[config.mk]
export PLATFORM = sky130hd
export DESIGN_NAME = pdcw_clock_path
export DESIGN_NICKNAME = d
export VERILOG_FILES = /design/src/hdl/pdcw_pkg.sv /design/src/hdl/pdcw_ratio_dec.sv /design/src/hdl/pdcw_clock_path.sv
export VERILOG_INCLUDE_DIRS = /design/src /design/src/hdl
export SDC_FILE = /design/constraint.sdc
export NUM_CORES = 1
export LEC_CHECK = 0
export ABC_AREA = 0
export BUFFER_PORTS_ARGS = -buffer_cell sky130_fd_sc_hd__buf_2
export CAP_MARGIN = 40
export CORE_UTILIZATION = 45
export CTS_BUF_LIST = sky130_fd_sc_hd__clkbuf_4 sky130_fd_sc_hd__clkbuf_8
export DETAILED_ROUTE_END_ITERATION = 10
export GPL_ROUTABILITY_DRIVEN = 0
export PLACE_DENSITY = 0.68
export SETUP_SLACK_MARGIN = 0.1
export SLEW_MARGIN = 20
export SYNTH_ARGS = -nofsm -noshare
export SYNTH_HDL_FRONTEND = slang
export SYNTH_HIERARCHICAL = 1
export SYNTH_SLANG_ARGS = --single-unit
[constraint.sdc]
create_clock -name core_clk_i -period 5.4 [get_ports core_clk_i]
set_clock_uncertainty 0.15 [all_clocks]
set_input_delay 0 -clock core_clk_i [delete_from_list [all_inputs] [get_ports core_clk_i]]
set_output_delay 0 -clock core_clk_i [all_outputs]
set_load 0.05 [all_outputs]
[src/hdl/pdcw_params.svh]
`ifndef PDCW_PARAMS_SVH
`define PDCW_PARAMS_SVH

// word geometry
`define PDCW_WORD_W 40
`define PDCW_BYTES 5

// field positions within the control word
`define PDCW_DAC_PD_BIT 39
`define PDCW_BGAP_PD_BIT 33
`define PDCW_INT_RSET_BIT 32
`define PDCW_RISE_HI 31
`define PDCW_RISE_LO 29
`define PDCW_FALL_HI 28
`define PDCW_FALL_LO 26
`define PDCW_LOCK_EN_BIT 25
`define PDCW_LOCK_MODE_BIT 24
`define PDCW_RFDIV_PD_BIT 23
`define PDCW_RFDIV_HI 22
`define PDCW_RFDIV_LO 21
`define PDCW_DRV_PD_BIT 20
`define PDCW_DRV_SEL_HI 19
`define PDCW_DRV_SEL_LO 18
`define PDCW_SLEW_DIS_BIT 17
`define PDCW_SYS_SRC_BIT 16
`define PDCW_FB_DIV_HI 15
`define PDCW_FB_DIV_LO 12
`define PDCW_REF_DIV_HI 11
`define PDCW_REF_DIV_LO 8
`define PDCW_OPEN_HI 7
`define PDCW_OPEN_LO 6
`define PDCW_CP_POL_BIT 5
`define PDCW_CP_FULL_PD_BIT 4
`define PDCW_CP_QUICK_PD_BIT 3
`define PDCW_CP_SCALE_HI 2
`define PDCW_CP_SCALE_LO 0

// reset value: rf divide code 11, driver powered down, driver fed by divider output
`define PDCW_RESET_VALUE 40'h00_0078_0000

// mask of bits that exist; open positions always read zero
`define PDCW_IMPL_MASK 40'h83_ffff_ff3f

`endif

[src/hdl/pdcw_pkg.sv]
package pdcw_pkg;

  typedef enum logic [1:0] {
    PDCW_RDIV_1 = 2'b00,
    PDCW_RDIV_2 = 2'b01,
    PDCW_RDIV_4 = 2'b10,
    PDCW_RDIV_8 = 2'b11
  } pdcw_rdiv_t;

  typedef enum logic [1:0] {
    PDCW_DRV_NONE = 2'b00,
    PDCW_DRV_FB = 2'b01,
    PDCW_DRV_RFOUT = 2'b10,
    PDCW_DRV_RFIN = 2'b11
  } pdcw_drv_sel_t;

  // analog control bundle derived from the control word
  typedef struct packed {
    logic dac_pd;
    logic bgap_pd;
    logic int_rset;
    logic [2:0] rise_boost;
    logic [2:0] fall_boost;
    logic rfdiv_pd;
    logic [3:0] rf_ratio;
    logic drv_pd;
    logic drv_run;
    pdcw_drv_sel_t drv_sel;
    logic surge_en;
    logic sys_src_bypass;
    logic [4:0] fb_ratio;
    logic [4:0] ref_ratio;
    logic cp_invert;
    logic cp_pd;
    logic cp_out_en;
    logic [3:0] cp_mult;
  } pdcw_ctrl_t;

  // serial-side write port
  typedef struct packed {
    logic byte_vld;
    logic frame_end;
    logic [7:0] data;
  } pdcw_wr_t;

endpackage : pdcw_pkg

[src/hdl/pdcw_ratio_dec.sv]
`timescale 1ns/1ns
// divide-ratio decoder: ratio = code + 1
module pdcw_ratio_dec #(
  parameter int CODE_W = 4
) (
  input wire logic [CODE_W-1:0] code_i,
  output logic [CODE_W:0] ratio_o
);

  always_comb
  begin
    ratio_o = {1'b0, code_i} + {{CODE_W{1'b0}}, 1'b1};
  end

endmodule : pdcw_ratio_dec

[src/hdl/pdcw_clock_path.sv]
`timescale 1ns/1ns
`include "pdcw_params.svh"
// Function
// - lock enable drives shared status pin
// - status mode: 0 locked, 1 unlocked
// - lead-lag mode: 1 lag, 0 lead
// - rf divider powerdown enables alternate path
// - rf ratio codes 3,2,1,0 select 8,4,2,1
// - ratio one still routes through divider
// - driver powerdown resets to one
// - driver input mux selects three sources or none
// - slew disable removes all surge current
// - system clock source selects divider output/input
// - feedback divider ratio equals field plus one
// - reference divider ratio equals field plus one
// - pump polarity reverses control-node direction
// - pump full powerdown stops pump
// - quick powerdown gates only output buffer
// - pump current multiplier field plus one
module pdcw_clock_path
  import pdcw_pkg::*;
#(
  parameter int WORD_W = `PDCW_WORD_W,
  parameter int NBYTES = `PDCW_BYTES
) (
  input wire logic core_clk_i,
  input wire logic reset_n_i,
  // byte-wide write stream from the serial port, msb byte first
  input wire pdcw_wr_t wr_i,
  // pll status from the analog detector
  input wire logic pll_locked_i,
  input wire logic fb_lags_ref_i,
  // clock sources
  input wire logic rf_clock_input_i,
  input wire logic rf_div_clk_i,
  input wire logic feedback_clock_input_i,
  // shared sync-input/status pin
  output logic status_o,
  output logic status_oe_o,
  // read-back word and analog controls
  output logic [WORD_W-1:0] word_o,
  output pdcw_ctrl_t ctrl_o,
  output logic dds_system_clock_sel_o,
  output logic drv_clk_o,
  output logic word_err_o
);

  // ---------------------------------------------------------------
  // byte assembly
  // ---------------------------------------------------------------
  logic [WORD_W-1:0] shift_q;
  logic [3:0] cnt_q;
  logic [WORD_W-1:0] word_q;
  logic err_q;
  logic commit;
  logic short_frame;

  assign commit = wr_i.frame_end && (cnt_q == 4'(NBYTES));
  assign short_frame = wr_i.frame_end && (cnt_q != 4'(NBYTES));

  always_ff @(posedge core_clk_i or negedge reset_n_i)
  begin
    if (!reset_n_i)
    begin
      shift_q <= '0;
    end
    else if (wr_i.byte_vld && !wr_i.frame_end && cnt_q < 4'(NBYTES))
    begin
      shift_q <= {shift_q[WORD_W-9:0], wr_i.data};
    end
  end

  // frame end wins over a byte in the same cycle; extra bytes are ignored
  always_ff @(posedge core_clk_i or negedge reset_n_i)
  begin
    if (!reset_n_i)
    begin
      cnt_q <= '0;
    end
    else if (wr_i.frame_end)
    begin
      cnt_q <= '0;
    end
    else if (wr_i.byte_vld && cnt_q < 4'(NBYTES))
    begin
      cnt_q <= cnt_q + 4'h1;
    end
  end

  // partial writes are discarded: the word changes only on a full five-byte frame
  always_ff @(posedge core_clk_i or negedge reset_n_i)
  begin
    if (!reset_n_i)
    begin
      word_q <= `PDCW_RESET_VALUE;
    end
    else if (commit)
    begin
      word_q <= shift_q & `PDCW_IMPL_MASK;
    end
  end

  always_ff @(posedge core_clk_i or negedge reset_n_i)
  begin
    if (!reset_n_i)
    begin
      err_q <= 1'b0;
    end
    else if (short_frame)
    begin
      err_q <= 1'b1;
    end
    else if (commit)
    begin
      err_q <= 1'b0;
    end
  end

  // ---------------------------------------------------------------
  // field decode
  // ---------------------------------------------------------------
  logic [4:0] fb_ratio;
  logic [4:0] ref_ratio;
  logic [3:0] cp_mult;

  pdcw_ratio_dec #(
    .CODE_W(4)
  ) u_fb_dec (
    .code_i(word_q[`PDCW_FB_DIV_HI:`PDCW_FB_DIV_LO]),
    .ratio_o(fb_ratio)
  );

  pdcw_ratio_dec #(
    .CODE_W(4)
  ) u_ref_dec (
    .code_i(word_q[`PDCW_REF_DIV_HI:`PDCW_REF_DIV_LO]),
    .ratio_o(ref_ratio)
  );

  pdcw_ratio_dec #(
    .CODE_W(3)
  ) u_cp_dec (
    .code_i(word_q[`PDCW_CP_SCALE_HI:`PDCW_CP_SCALE_LO]),
    .ratio_o(cp_mult)
  );

  // ---------------------------------------------------------------
  // analog and slew controls
  // ---------------------------------------------------------------
  logic [2:0] rise_boost;
  logic [2:0] fall_boost;
  logic surge_en;

  always_comb
  begin
    surge_en = ~word_q[`PDCW_SLEW_DIS_BIT];
    // slew disable also drops the default surges, so the boost bits go too
    rise_boost = word_q[`PDCW_RISE_HI:`PDCW_RISE_LO] & {3{surge_en}};
    fall_boost = word_q[`PDCW_FALL_HI:`PDCW_FALL_LO] & {3{surge_en}};
  end

  // ---------------------------------------------------------------
  // rf divider and system clock source
  // ---------------------------------------------------------------
  pdcw_rdiv_t rdiv;
  logic [3:0] rf_ratio;
  logic sys_bypass;

  always_comb
  begin
    rdiv = pdcw_rdiv_t'(word_q[`PDCW_RFDIV_HI:`PDCW_RFDIV_LO]);
    // ratio one keeps the divider in the path
    unique case (rdiv)
      PDCW_RDIV_8: rf_ratio = 4'h8;
      PDCW_RDIV_4: rf_ratio = 4'h4;
      PDCW_RDIV_2: rf_ratio = 4'h2;
      PDCW_RDIV_1: rf_ratio = 4'h1;
    endcase
    // a powered-down divider hands the system clock to the alternate path
    sys_bypass = word_q[`PDCW_SYS_SRC_BIT] | word_q[`PDCW_RFDIV_PD_BIT];
  end

  // ---------------------------------------------------------------
  // clock driver enable
  // ---------------------------------------------------------------
  pdcw_drv_sel_t dsel;
  logic drv_run;

  always_comb
  begin
    dsel = pdcw_drv_sel_t'(word_q[`PDCW_DRV_SEL_HI:`PDCW_DRV_SEL_LO]);
    // the driver runs only when powered up and fed from a source
    drv_run = ~word_q[`PDCW_DRV_PD_BIT] && (dsel != PDCW_DRV_NONE);
  end

  // ---------------------------------------------------------------
  // charge pump controls
  // ---------------------------------------------------------------
  logic cp_out_en;

  always_comb
  begin
    // either power-down gates the output buffer
    cp_out_en = ~word_q[`PDCW_CP_FULL_PD_BIT] & ~word_q[`PDCW_CP_QUICK_PD_BIT];
  end

  // ---------------------------------------------------------------
  // control bundle
  // ---------------------------------------------------------------
  pdcw_ctrl_t ctrl_d;

  always_comb
  begin
    ctrl_d = '0;
    ctrl_d.dac_pd = word_q[`PDCW_DAC_PD_BIT];
    ctrl_d.bgap_pd = word_q[`PDCW_BGAP_PD_BIT];
    ctrl_d.int_rset = word_q[`PDCW_INT_RSET_BIT];
    ctrl_d.rise_boost = rise_boost;
    ctrl_d.fall_boost = fall_boost;
    ctrl_d.surge_en = surge_en;
    ctrl_d.rfdiv_pd = word_q[`PDCW_RFDIV_PD_BIT];
    ctrl_d.rf_ratio = rf_ratio;
    ctrl_d.drv_pd = word_q[`PDCW_DRV_PD_BIT];
    ctrl_d.drv_run = drv_run;
    ctrl_d.drv_sel = dsel;
    ctrl_d.sys_src_bypass = sys_bypass;
    ctrl_d.fb_ratio = fb_ratio;
    ctrl_d.ref_ratio = ref_ratio;
    ctrl_d.cp_invert = word_q[`PDCW_CP_POL_BIT];
    ctrl_d.cp_pd = word_q[`PDCW_CP_FULL_PD_BIT];
    ctrl_d.cp_out_en = cp_out_en;
    ctrl_d.cp_mult = cp_mult;
  end

  // ---------------------------------------------------------------
  // registered outputs
  // ---------------------------------------------------------------
  always_ff @(posedge core_clk_i or negedge reset_n_i)
  begin
    if (!reset_n_i)
    begin
      ctrl_o <= '0;
    end
    else
    begin
      ctrl_o <= ctrl_d;
    end
  end

  always_ff @(posedge core_clk_i or negedge reset_n_i)
  begin
    if (!reset_n_i)
    begin
      word_o <= '0;
    end
    else
    begin
      word_o <= word_q;
    end
  end

  always_ff @(posedge core_clk_i or negedge reset_n_i)
  begin
    if (!reset_n_i)
    begin
      word_err_o <= 1'b0;
    end
    else
    begin
      word_err_o <= err_q;
    end
  end

  always_ff @(posedge core_clk_i or negedge reset_n_i)
  begin
    if (!reset_n_i)
    begin
      dds_system_clock_sel_o <= 1'b0;
    end
    else
    begin
      dds_system_clock_sel_o <= sys_bypass;
    end
  end

  // ---------------------------------------------------------------
  // clock driver mux (registered sample of selected source)
  // ---------------------------------------------------------------
  always_ff @(posedge core_clk_i or negedge reset_n_i)
  begin
    if (!reset_n_i)
    begin
      drv_clk_o <= 1'b0;
    end
    else if (!ctrl_d.drv_run)
    begin
      drv_clk_o <= 1'b0;
    end
    else
    begin
      unique case (dsel)
        PDCW_DRV_NONE: drv_clk_o <= 1'b0;
        PDCW_DRV_FB: drv_clk_o <= feedback_clock_input_i;
        PDCW_DRV_RFOUT: drv_clk_o <= rf_div_clk_i;
        PDCW_DRV_RFIN: drv_clk_o <= rf_clock_input_i;
      endcase
    end
  end

  // ---------------------------------------------------------------
  // lock detect output
  // ---------------------------------------------------------------
  always_ff @(posedge core_clk_i or negedge reset_n_i)
  begin
    if (!reset_n_i)
    begin
      status_oe_o <= 1'b0;
    end
    else
    begin
      status_oe_o <= word_q[`PDCW_LOCK_EN_BIT];
    end
  end

  always_ff @(posedge core_clk_i or negedge reset_n_i)
  begin
    if (!reset_n_i)
    begin
      status_o <= 1'b0;
    end
    else if (!word_q[`PDCW_LOCK_EN_BIT])
    begin
      status_o <= 1'b0;
    end
    else if (word_q[`PDCW_LOCK_MODE_BIT])
    begin
      status_o <= fb_lags_ref_i;
    end
    else
    begin
      status_o <= ~pll_locked_i;
    end
  end

endmodule : pdcw_clock_path

==> qor.csv, run 1 <==
stage;metric;value;unit
pwr;Comb power frac;12.5;%
worst_setup_path;WP data required;5.55;ns
worst_setup_path;Worst Setup SP;cnt_q[0];
synthesis;Post-synth ARST share;100;%
synthesis;leading area contributor after synthesis;dfrtp_1;
pwr;switching portion of total power;27.0;%
final_layout;Layout area overhead;24.8;%
pwr;Worst VDD drop;0.180;mV
timing;final hold violation count;0;
final_layout;# nets final;435;
synthesis;Cell variety after synth;31;
global_route;All-Layer GR Usage;15.3;%
global_route;vias in the first global route;2572;
synthesis;largest family of logic cells by synthesized area;multiplexers;
pwr;Internal Pwr Total;1740;µW
route;vias;2605;
timing;RSZ-0062 raised after global routing;no;
timing;Rel. slew slack;55.6;%
route;drt total wl;7.65;mm
clock_tree;cts repair resizes;0;
clock_tree;clk slew on worst S/H paths;0.07;ns
floorplan;die width;106;µm
synthesis;Mapped Cells;293;
synthesis;Commonest cells post-synth;dfrtp_1 (133), mux2_2 (67), buf_4 (18), inv_1 (8), nor2b_1 (8);
pwr;clock network power share;36.1;%
worst_setup_path;startpoint types;register;
final_layout;final cell count without fillers;561;
timing;Post-Route Setup TNS;0;ns
clock_tree;H-tree depth;4;
synthesis;EDFF count, synth;0;
clock_tree;clock sinks;137;
clock_tree;Inserted Clock Buffers;17;
clock_tree;CTS Root Cell;clkbuf_8;
route;DR pass1 iterations;4;
placed_design;HPWL Detailed;4.70;mm
synthesis;Post-Synth Simple-Gate Area;4.46;%
worst_setup_path;Crit Path Max Fanout;14;
global_route;largest net degree at the start of global routing;65;
pwr;Final Total Pwr;2380;µW
job;max-cap violations;0;
synthesis;xor/xnor share of the synthesized area;0.908;%
floorplan;Rows;37;
worst_setup_path;Arrival @ worst endpoint;2.76;ns
hold_path;Min-Delay Startpoint;wr_i[6];
pwr;pwr dens;396;nW/µm²
hold_path;Worst Hold Class;in -> reg;
synthesis;Synth Warn #;6;
pwr;Switching Power;642;µW
route;initial drt markers;89;
synthesis;Area contributors post-synth;dfrtp_1 (69%), mux2_2 (16%), buf_4 (2.8%);
floorplan;die area;11100;µm²
synthesis;Post-Syn Area;4820;µm²
worst_setup_path;Reg2Reg Launch Point;cnt_q[0];
synthesis;post-synthesis compound-gate area fraction;1.14;%
global_route;grt total ovfl;0;
synthesis;fraction of the mapped netlist area in adder cells;1.56;%
timing;Final Setup Violations;0;
timing;f_max;0.384;GHz
synthesis;Top FF cell, synth;dfrtp_1;
floorplan;Boundary Pins;99;
synthesis;synthesized area per cell;16.5;µm²
timing;Slew @ Worst Pin;0.665;ns
pwr;Seq pwr share;51.4;%
synthesis;Seq/Total Area, Yosys;71.2;%
worst_setup_path;CP Class;reg -> reg;
floorplan;core box area;10400;µm²
run_status;status;finished clean;
final_layout;fillers;849;
placed_design;Placed Instances;503;
pwr;P_leak;0.00313;µW
clock_tree;CTS tree;done;
route;antenna-violating nets left;0;
synthesis;count leader, synth;dfrtp_1;
synthesis;post-synthesis register bit count;137;
synthesis;mux contribution to synthesized area;16.1;%
floorplan;Starting Density;46.5;%
clock_tree;CTS Buffer Depth;2;
route;WL/cell;13.6;µm
global_route;first-pass GRT wire length;12.8;mm
final_layout;layout cells sized above 1;48.5;%
worst_setup_path;crit end category;register;
synthesis;post-synth top area share;69.0;%
placed_design;PortBufs;91;
route;Via density;4.64;
timing;Pins Over Slew Limit;0;
timing;fin crit share;48.3;%
route;Residual DRC;0;
global_route;initial antenna violation count;0;
clock_tree;worst-skew pair later-pin latency;0.42;ns
floorplan;die height;106;µm
timing;post-route minimum period;2.61;ns
final_layout;antenna diode count;0;
-- worst max-delay path: stages (launching register included) --
cell,delay (ns)
dfrtp_1,0.44
inv_1,0.09
ha_1,0.13
and2b_4,0.21
nor3_4,0.50
mux2_2,0.40
dlygate4sd3_1,0.56
-- kinds of logic (layout without fill, tap and decap cells) --
family | Yosys count | in the layout
adders and majority gates | 6 | 6
xor gates and xnor gates | 5 | 5
AOI/OAI and AO/OA | 10 | 10
muxes | 69 | 69
and+or+nand+nor | 32 | 32
buffers and inverters | 33 | 159
DFF | 137 | 137
other | 1 | 7
-- cells in the final DEF (no fill, tap or decap), drive strengths merged, types with 5 or more instances in the layout --
| master | Yosys | layout |
|---|---|---|
| dfrtp | 133 | 133 |
| buf | 25 | 95 |
| mux2 | 69 | 69 |
| dlygate4sd3 | 0 | 24 |
| clkbuf | 0 | 18 |
| inv | 8 | 9 |
| nor2b | 8 | 8 |
| conb | 1 | 7 |
| ha | 6 | 6 |
| clkinv | 0 | 6 |
| a21oi | 5 | 5 |
-- stage by stage --
step | cell area (µm²) | utilization, % | hold WS (ns) | setup WS, ns
after floorplan | 4840 | - | -0.446 | 3.54
after global placement | 5300 | 51.1 | -0.105 | 2.94
after detailed placement | 5310 | 51.2 | -0.102 | 2.98
after CTS | 5970 | 57.6 | 0.193 | 2.83
after global routing | 6020 | 58.0 | 0.203 | 2.65
final | 6020 | 58.0 | 0.211 | 2.79
-- final cells by class --
cell class | count | area [µm²] | area share [%]
flip-flops and latches | 137 | 3430 | 57.1
multi-input cells | 129 | 1200 | 20.0
repair buffers | 119 | 759 | 12.6
clock buffers | 18 | 248 | 4.12
clock inverters | 14 | 174 | 2.89
well taps | 136 | 170 | 2.83
inverters | 8 | 30.0 | 0.499
-- repair_timing --
item                      4_1_cts  5_1_grt
hold endpoints to repair       94        0
buffers inserted                0        0
hold buffers                   24        0
-- power by group through the flow --
stage	sequential, µW	clock [µW]	combinational, µW
final	1230	859	298
after global routing	1240	930	322
after CTS	1230	877	298
after detailed placement	1250	0	277
after global placement	1240	0	271
after floorplan	1290	0	142
-- sequential cells by signal (all words and copies together) (netlist names) --
register,cells
dds_system_clock_sel_o,1
word_q,33
word_o,32
drv_clk_o,1
shift_q,35
status_o,1
err_q,1
cnt_q,4
ctrl_o,28
word_err_o,1
-- per-layer routing --
layer	up-vias	track usage (%)	share of wire, %
met3	13	4.70	3.8
met5	-	0	0
li1	1208	-	-
met1	1317	19.0	44
met2	67	24.2	50
met4	0	7.74	1.5
-- worst paths after layout --
| kind | cells past startpoint | slack, ns | endpoint |
|---|---|---|---|
| min | 3 | 0.21 | shift_q[6] |
| min in group asynchronous | 3 | 0.48 | word_q[16] |
| max | 6 | 2.79 | shift_q[3] |
| min reg2reg | 0 | 0.23 | word_o[5] |
| max in group asynchronous | 5 | 3.38 | ctrl_o[2] |
| max reg2reg | 6 | 2.79 | shift_q[3] |
(Power assumes the default switching activity.)
==> run 2, diff against run 1 <==
Settings changed: PLACE_DENSITY 0.68 to 0.7.
Clock period 5.4 ns to 2.1 ns, I/O delays scaled along.
==> run 2 against run 1 <==
Net effect:
- worst hold slack lost 0.030 ns
- power grew 150%
- largest cell class unchanged
- sequential share of layout area grew 0.19 points
- non-clock buffer count is the same
- first-iteration DRC count grew 4.5%
- setup slack lost 2.6 ns
==> qor.csv, run 2 (same netlist as run 1, synthesis figures left out) <==
stage;metric;value;unit
run_status;status;finished clean;
final_layout;top flop regs;shift_q x35, word_q x33, word_o x32;
worst_setup_path;CP Class;reg -> reg;
route;Via density;4.64;
clock_tree;H-tree depth;4;
final_layout;final cell count without fillers;559;
clock_tree;clock sinks;137;
timing;fin crit share;92.5;%
placed_design;PortBufs;91;
global_route;first-pass GRT wire length;12.5;mm
worst_setup_path;Arrival @ worst endpoint;2.11;ns
hold_path;Worst Hold Class;in -> reg;
floorplan;die height;106;µm
floorplan;Starting Density;46.5;%
job;max-cap violations;0;
route;drt total wl;7.76;mm
clock_tree;CTS Buffer Depth;2;
route;WL/cell;13.9;µm
worst_setup_path;crit path capture;shift_q[31];
floorplan;die area;11100;µm²
global_route;All-Layer GR Usage;15.0;%
clock_tree;worst-skew pair later-pin latency;0.44;ns
pwr;Worst VDD drop;0.463;mV
timing;fin worst setup slack;0.157;ns
floorplan;Rows;37;
worst_setup_path;Worst Setup SP;cnt_q[1];
route;vias;2595;
timing;final hold violation count;0;
global_route;vias in the first global route;2551;
final_layout;max reg flops;35;
global_route;grt total ovfl;0;
worst_setup_path;R2R setup slack;0.16;ns
final_layout;most frequent cells in the layout;dfrtp_1 (132), buf_2 (90), mux2_2 (67);
worst_setup_path;Crit Path Max Fanout;9;
final_layout;layout cells sized above 1;50.8;%
pwr;Final Total Pwr;5950;µW
route;initial drt markers;93;
route;antenna-violating nets left;0;
clock_tree;CTS tree;done;
worst_setup_path;crit end category;register;
route;DR pass1 iterations;4;
final_layout;Layout area overhead;24.4;%
clock_tree;CTS Root Cell;clkbuf_8;
final_layout;Top reg by flops;shift_q;
placed_design;HPWL Detailed;4.78;mm
final_layout;antenna diode count;0;
worst_setup_path;WP data required;2.26;ns
worst_setup_path;startpoint types;register;
final_layout;commonest non-fill, non-tap cell in the layout;dfrtp_1;
timing;Post-Route Setup TNS;0;ns
timing;post-route minimum period;1.94;ns
pwr;pwr dens;993;nW/µm²
clock_tree;clk slew on worst S/H paths;0.08;ns
worst_setup_path;Reg2Reg Launch Point;cnt_q[1];
timing;Pins Over Slew Limit;0;
placed_design;pre-CTS WS;0.209;ns
worst_setup_path;R2R Path End;shift_q[31];
worst_setup_path;R2R cell count;7;
global_route;initial antenna violation count;0;
route;Residual DRC;0;
floorplan;Boundary Pins;99;
timing;Final Setup Violations;0;
global_route;largest net degree at the start of global routing;65;
pwr;P_leak;0.00313;µW
hold_path;hold path cells;3;
timing;f_max;0.515;GHz
floorplan;core box area;10400;µm²
placed_design;Placed Instances;506;
final_layout;# nets final;435;
timing;RSZ-0062 raised after global routing;yes;
floorplan;die width;106;µm
clock_tree;Inserted Clock Buffers;17;
-- run 2: cell count changes in the layout (fill, tap and decap cells not counted), sizes merged --
cell	delta
clkinvlp	+1
buf	+6
bufinv	-1
clkbuf	+3
dlygate4sd3	-8
clkinv	-3
-- run 2: power breakdown --
part | internal [µW] | switching, µW
combinational | 316 | 451
sequential | 2950 | 199
clock | 1080 | 959
total | 4340 | 1610
-- run 2: layer usage --
layer	vias up	global-route usage (%)	part of all wire, %
met5	-	0	0
met4	0	6.25	1.4
met3	11	6.68	5.2
met2	70	23.0	50
met1	1309	18.6	43
li1	1205	-	-
-- run 2: final cells by class --
cell class / instances / area (µm²)
flip-flops and latches: 137 / 3430
multi-input cells: 129 / 1200
well taps: 136 / 170
fillers: 855 / 4370
clock buffers: 19 / 255
inverters: 8 / 30.0
clock inverters: 11 / 125
repair buffers: 119 / 787
-- run 2: worst min-delay path by stage --
stage                     startpoint    endpoint
final                        wr_i[0]  shift_q[0]
after global routing         wr_i[2]  shift_q[2]
after CTS                    wr_i[0]  shift_q[0]
after detailed placement   reset_n_i  ctrl_o[18]
after global placement     reset_n_i  ctrl_o[18]
after floorplan            reset_n_i    cnt_q[0]
-- run 2: through the flow --
step / hold WS [ns] / instance area (µm²) / util, %
2_1_floorplan: -0.446 / 4840 / -
3_3_place_gp: -0.181 / 5350 / 51.6
3_5_place_dp: -0.168 / 5350 / 51.6
4_1_cts: 0.157 / 5890 / 56.8
5_1_grt: 0.167 / 6000 / 57.8
6_report: 0.181 / 6000 / 57.8
-- run 2: repair_timing --
action / 4_1_cts / 5_1_grt
setup buffers: 0 / 3
setup endpoints to repair: 0 / 26
endpoints found under the hold margin: 150 / 0
hold buffers: 16 / 0
resized for setup: 0 / 5
-- run 2: critical path: stages (launching register included) --
cell	delay, ns
dfrtp_1	0.42
inv_2	0.07
ha_1	0.13
and2b_4	0.21
nor3_4	0.21
buf_6	0.16
buf_12	0.13
mux2_2	0.34
==> run 3, diff against run 2 <==
Settings changed: PLACE_DENSITY 0.7 to 0.74.
==> run 3 against run 2 <==
Net effect:
- critical path depth fell by 1
- setup slack improved by 0.016 ns
- via count fell by 1.3%
- wire length fell by 5.7%
- worst hold slack improved by 0.0053 ns
- first-iteration DRC count fell by 49%
- sequential power barely moved
- sequential cell count did not move
- global-route usage fell by 0.15 points
- combinational power fell by 3.5%
- core utilization rose by 0.41 points
- largest cell class unchanged
==> qor.csv, run 3 (same netlist as run 1, synthesis figures left out) <==
stage;metric;value;unit
run_status;status;finished clean;
worst_setup_path;Slowest cell on crit path;dfrtp_1;
timing;final hold violation count;0;
final_layout;top flop regs;shift_q x35, word_q x33, word_o x32;
worst_setup_path;family with the most delay on the worst path;flip-flops;
route;Residual DRC;0;
global_route;largest net degree at the start of global routing;65;
clock_tree;cts repair resizes;0;
timing;f_max;0.519;GHz
route;WL/cell;13.2;µm
clock_tree;worst-skew pair later-pin latency;0.43;ns
worst_setup_path;CP max stage delay;0.44;ns
clock_tree;clk slew on worst S/H paths;0.07;ns
pwr;Worst VDD drop;0.489;mV
clock_tree;CTS Root Cell;clkbuf_8;
final_layout;Seq. cell area;3430;µm²
global_route;vias in the first global route;2600;
final_layout;antenna diode count;0;
hold_path;Worst Hold Class;in -> reg;
floorplan;core box area;10400;µm²
final_layout;fillers;821;
worst_setup_path;Arrival @ worst endpoint;2.08;ns
timing;Final Setup Violations;0;
timing;Pins Over Slew Limit;0;
timing;Slew @ Worst Pin;0.562;ns
job;max-cap violations;0;
route;vias;2560;
route;drt total wl;7.32;mm
route;Via density;4.62;
clock_tree;CTS tree;done;
final_layout;commonest non-fill, non-tap cell in the layout;dfrtp_1;
final_layout;final cell count without fillers;554;
final_layout;most frequent cells in the layout;dfrtp_1 (133), buf_2 (90), mux2_2 (67);
placed_design;HPWL Detailed;4.70;mm
worst_setup_path;CP Class;reg -> reg;
global_route;All-Layer GR Usage;14.9;%
clock_tree;clock sinks;137;
timing;fin crit share;91.7;%
final_layout;Layout area overhead;25.3;%
final_layout;# nets final;428;
worst_setup_path;crit path cell chain;inv_1 > ha_1 > and2b_4 > nor3_4 > buf_12 > mux2_2;
timing;Post-Route Setup TNS;0;ns
placed_design;placed cell areas;5360;µm²
clock_tree;H-tree depth;4;
floorplan;Starting Density;46.5;%
clock_tree;Inserted Clock Buffers;17;
final_layout;Top reg by flops;shift_q;
pwr;pwr dens;1090;nW/µm²
final_layout;multi-input logic area;1190;µm²
floorplan;Rows;37;
global_route;initial antenna violation count;0;
timing;fin worst setup slack;0.174;ns
route;initial drt markers;47;
final_layout;layout cells sized above 1;49.5;%
pwr;P_leak;0.00317;µW
placed_design;PortBufs;91;
worst_setup_path;crit end category;register;
route;DR pass1 iterations;4;
global_route;grt total ovfl;0;
placed_design;pre-CTS WS;0.195;ns
floorplan;die width;106;µm
timing;RSZ-0062 raised after global routing;no;
clock_tree;CTS Buffer Depth;2;
timing;Rel. slew slack;62.5;%
placed_design;Placed Instances;506;
worst_setup_path;Buf+Inv Stages, Crit Path;2;
final_layout;max reg flops;35;
route;antenna-violating nets left;0;
worst_setup_path;WP data required;2.26;ns
floorplan;Boundary Pins;99;
final_layout;final instance area;6040;µm²
timing;post-route minimum period;1.93;ns
floorplan;die area;11100;µm²
worst_setup_path;Crit Path Max Fanout;35;
global_route;first-pass GRT wire length;12.4;mm
worst_setup_path;startpoint types;register;
floorplan;die height;106;µm
run 3: where the power goes:
part / switching, µW / leakage (µW) / internal, µW
Clock: 946 / 0.000261 / 1750
Combinational: 443 / 0.00113 / 297
Sequential: 197 / 0.00178 / 2940
Total: 1590 / 0.00317 / 4990
run 3: worst reg2reg max path, cell delays in order, from the launching register on:
cell and delay, ns:
dfrtp_1 0.44, inv_1 0.08, ha_1 0.14, and2b_4 0.21, nor3_4 0.16, buf_12 0.23
mux2_2 0.39
run 3: what timing repair did:
item / CTS / global route
setup buffers: 0 / 0
hold endpoints to repair: 148 / 0
hold buffers: 16 / 0
run 3: cell type report:
| class | count | area share, % |
|---|---|---|
| repair buffers | 112 | 11.5 |
| inverters | 8 | 0.497 |
| clock inverters | 11 | 4.00 |
| well taps | 136 | 2.82 |
| multi-input cells | 129 | 19.7 |
| flip-flops and latches | 137 | 56.8 |
| clock buffers | 21 | 4.58 |
run 3: final timing paths:
| path | cells past startpoint | start | slack (ns) | to |
|---|---|---|---|---|
| worst min register to register | 0 | word_q[39] | 0.23 | word_o[39] |
| worst max-delay path | 6 | cnt_q[0] | 0.17 | shift_q[13] |
| min in group asynchronous | 3 | reset_n_i | 0.50 | word_o[13] |
| worst max register to register | 6 | cnt_q[0] | 0.17 | shift_q[13] |
| max in group asynchronous | 4 | reset_n_i | 0.60 | word_q[20] |
| worst min-delay path | 3 | wr_i[7] | 0.19 | shift_q[7] |
run 3: through the flow:
stage               hold slack [ns]  util [%]  total power, µW
global placement             -0.136      51.7             3900
global route                  0.183      58.3             6880
detailed placement           -0.132      51.7             3930
floorplan                    -0.446         -             3690
finish                        0.187      58.3             6580
CTS                           0.161      58.3             6660
run 3: layer usage:
| layer | vias up | global-route usage (%) | wire, µm |
|---|---|---|---|
| li1 | 1196 | - | - |
| met1 | 1278 | 17.9 | 3150 |
| met2 | 75 | 23.4 | 3650 |
| met3 | 11 | 6.00 | 400 |
| met4 | 0 | 6.85 | 131 |
| met5 | - | 0 | 0 |
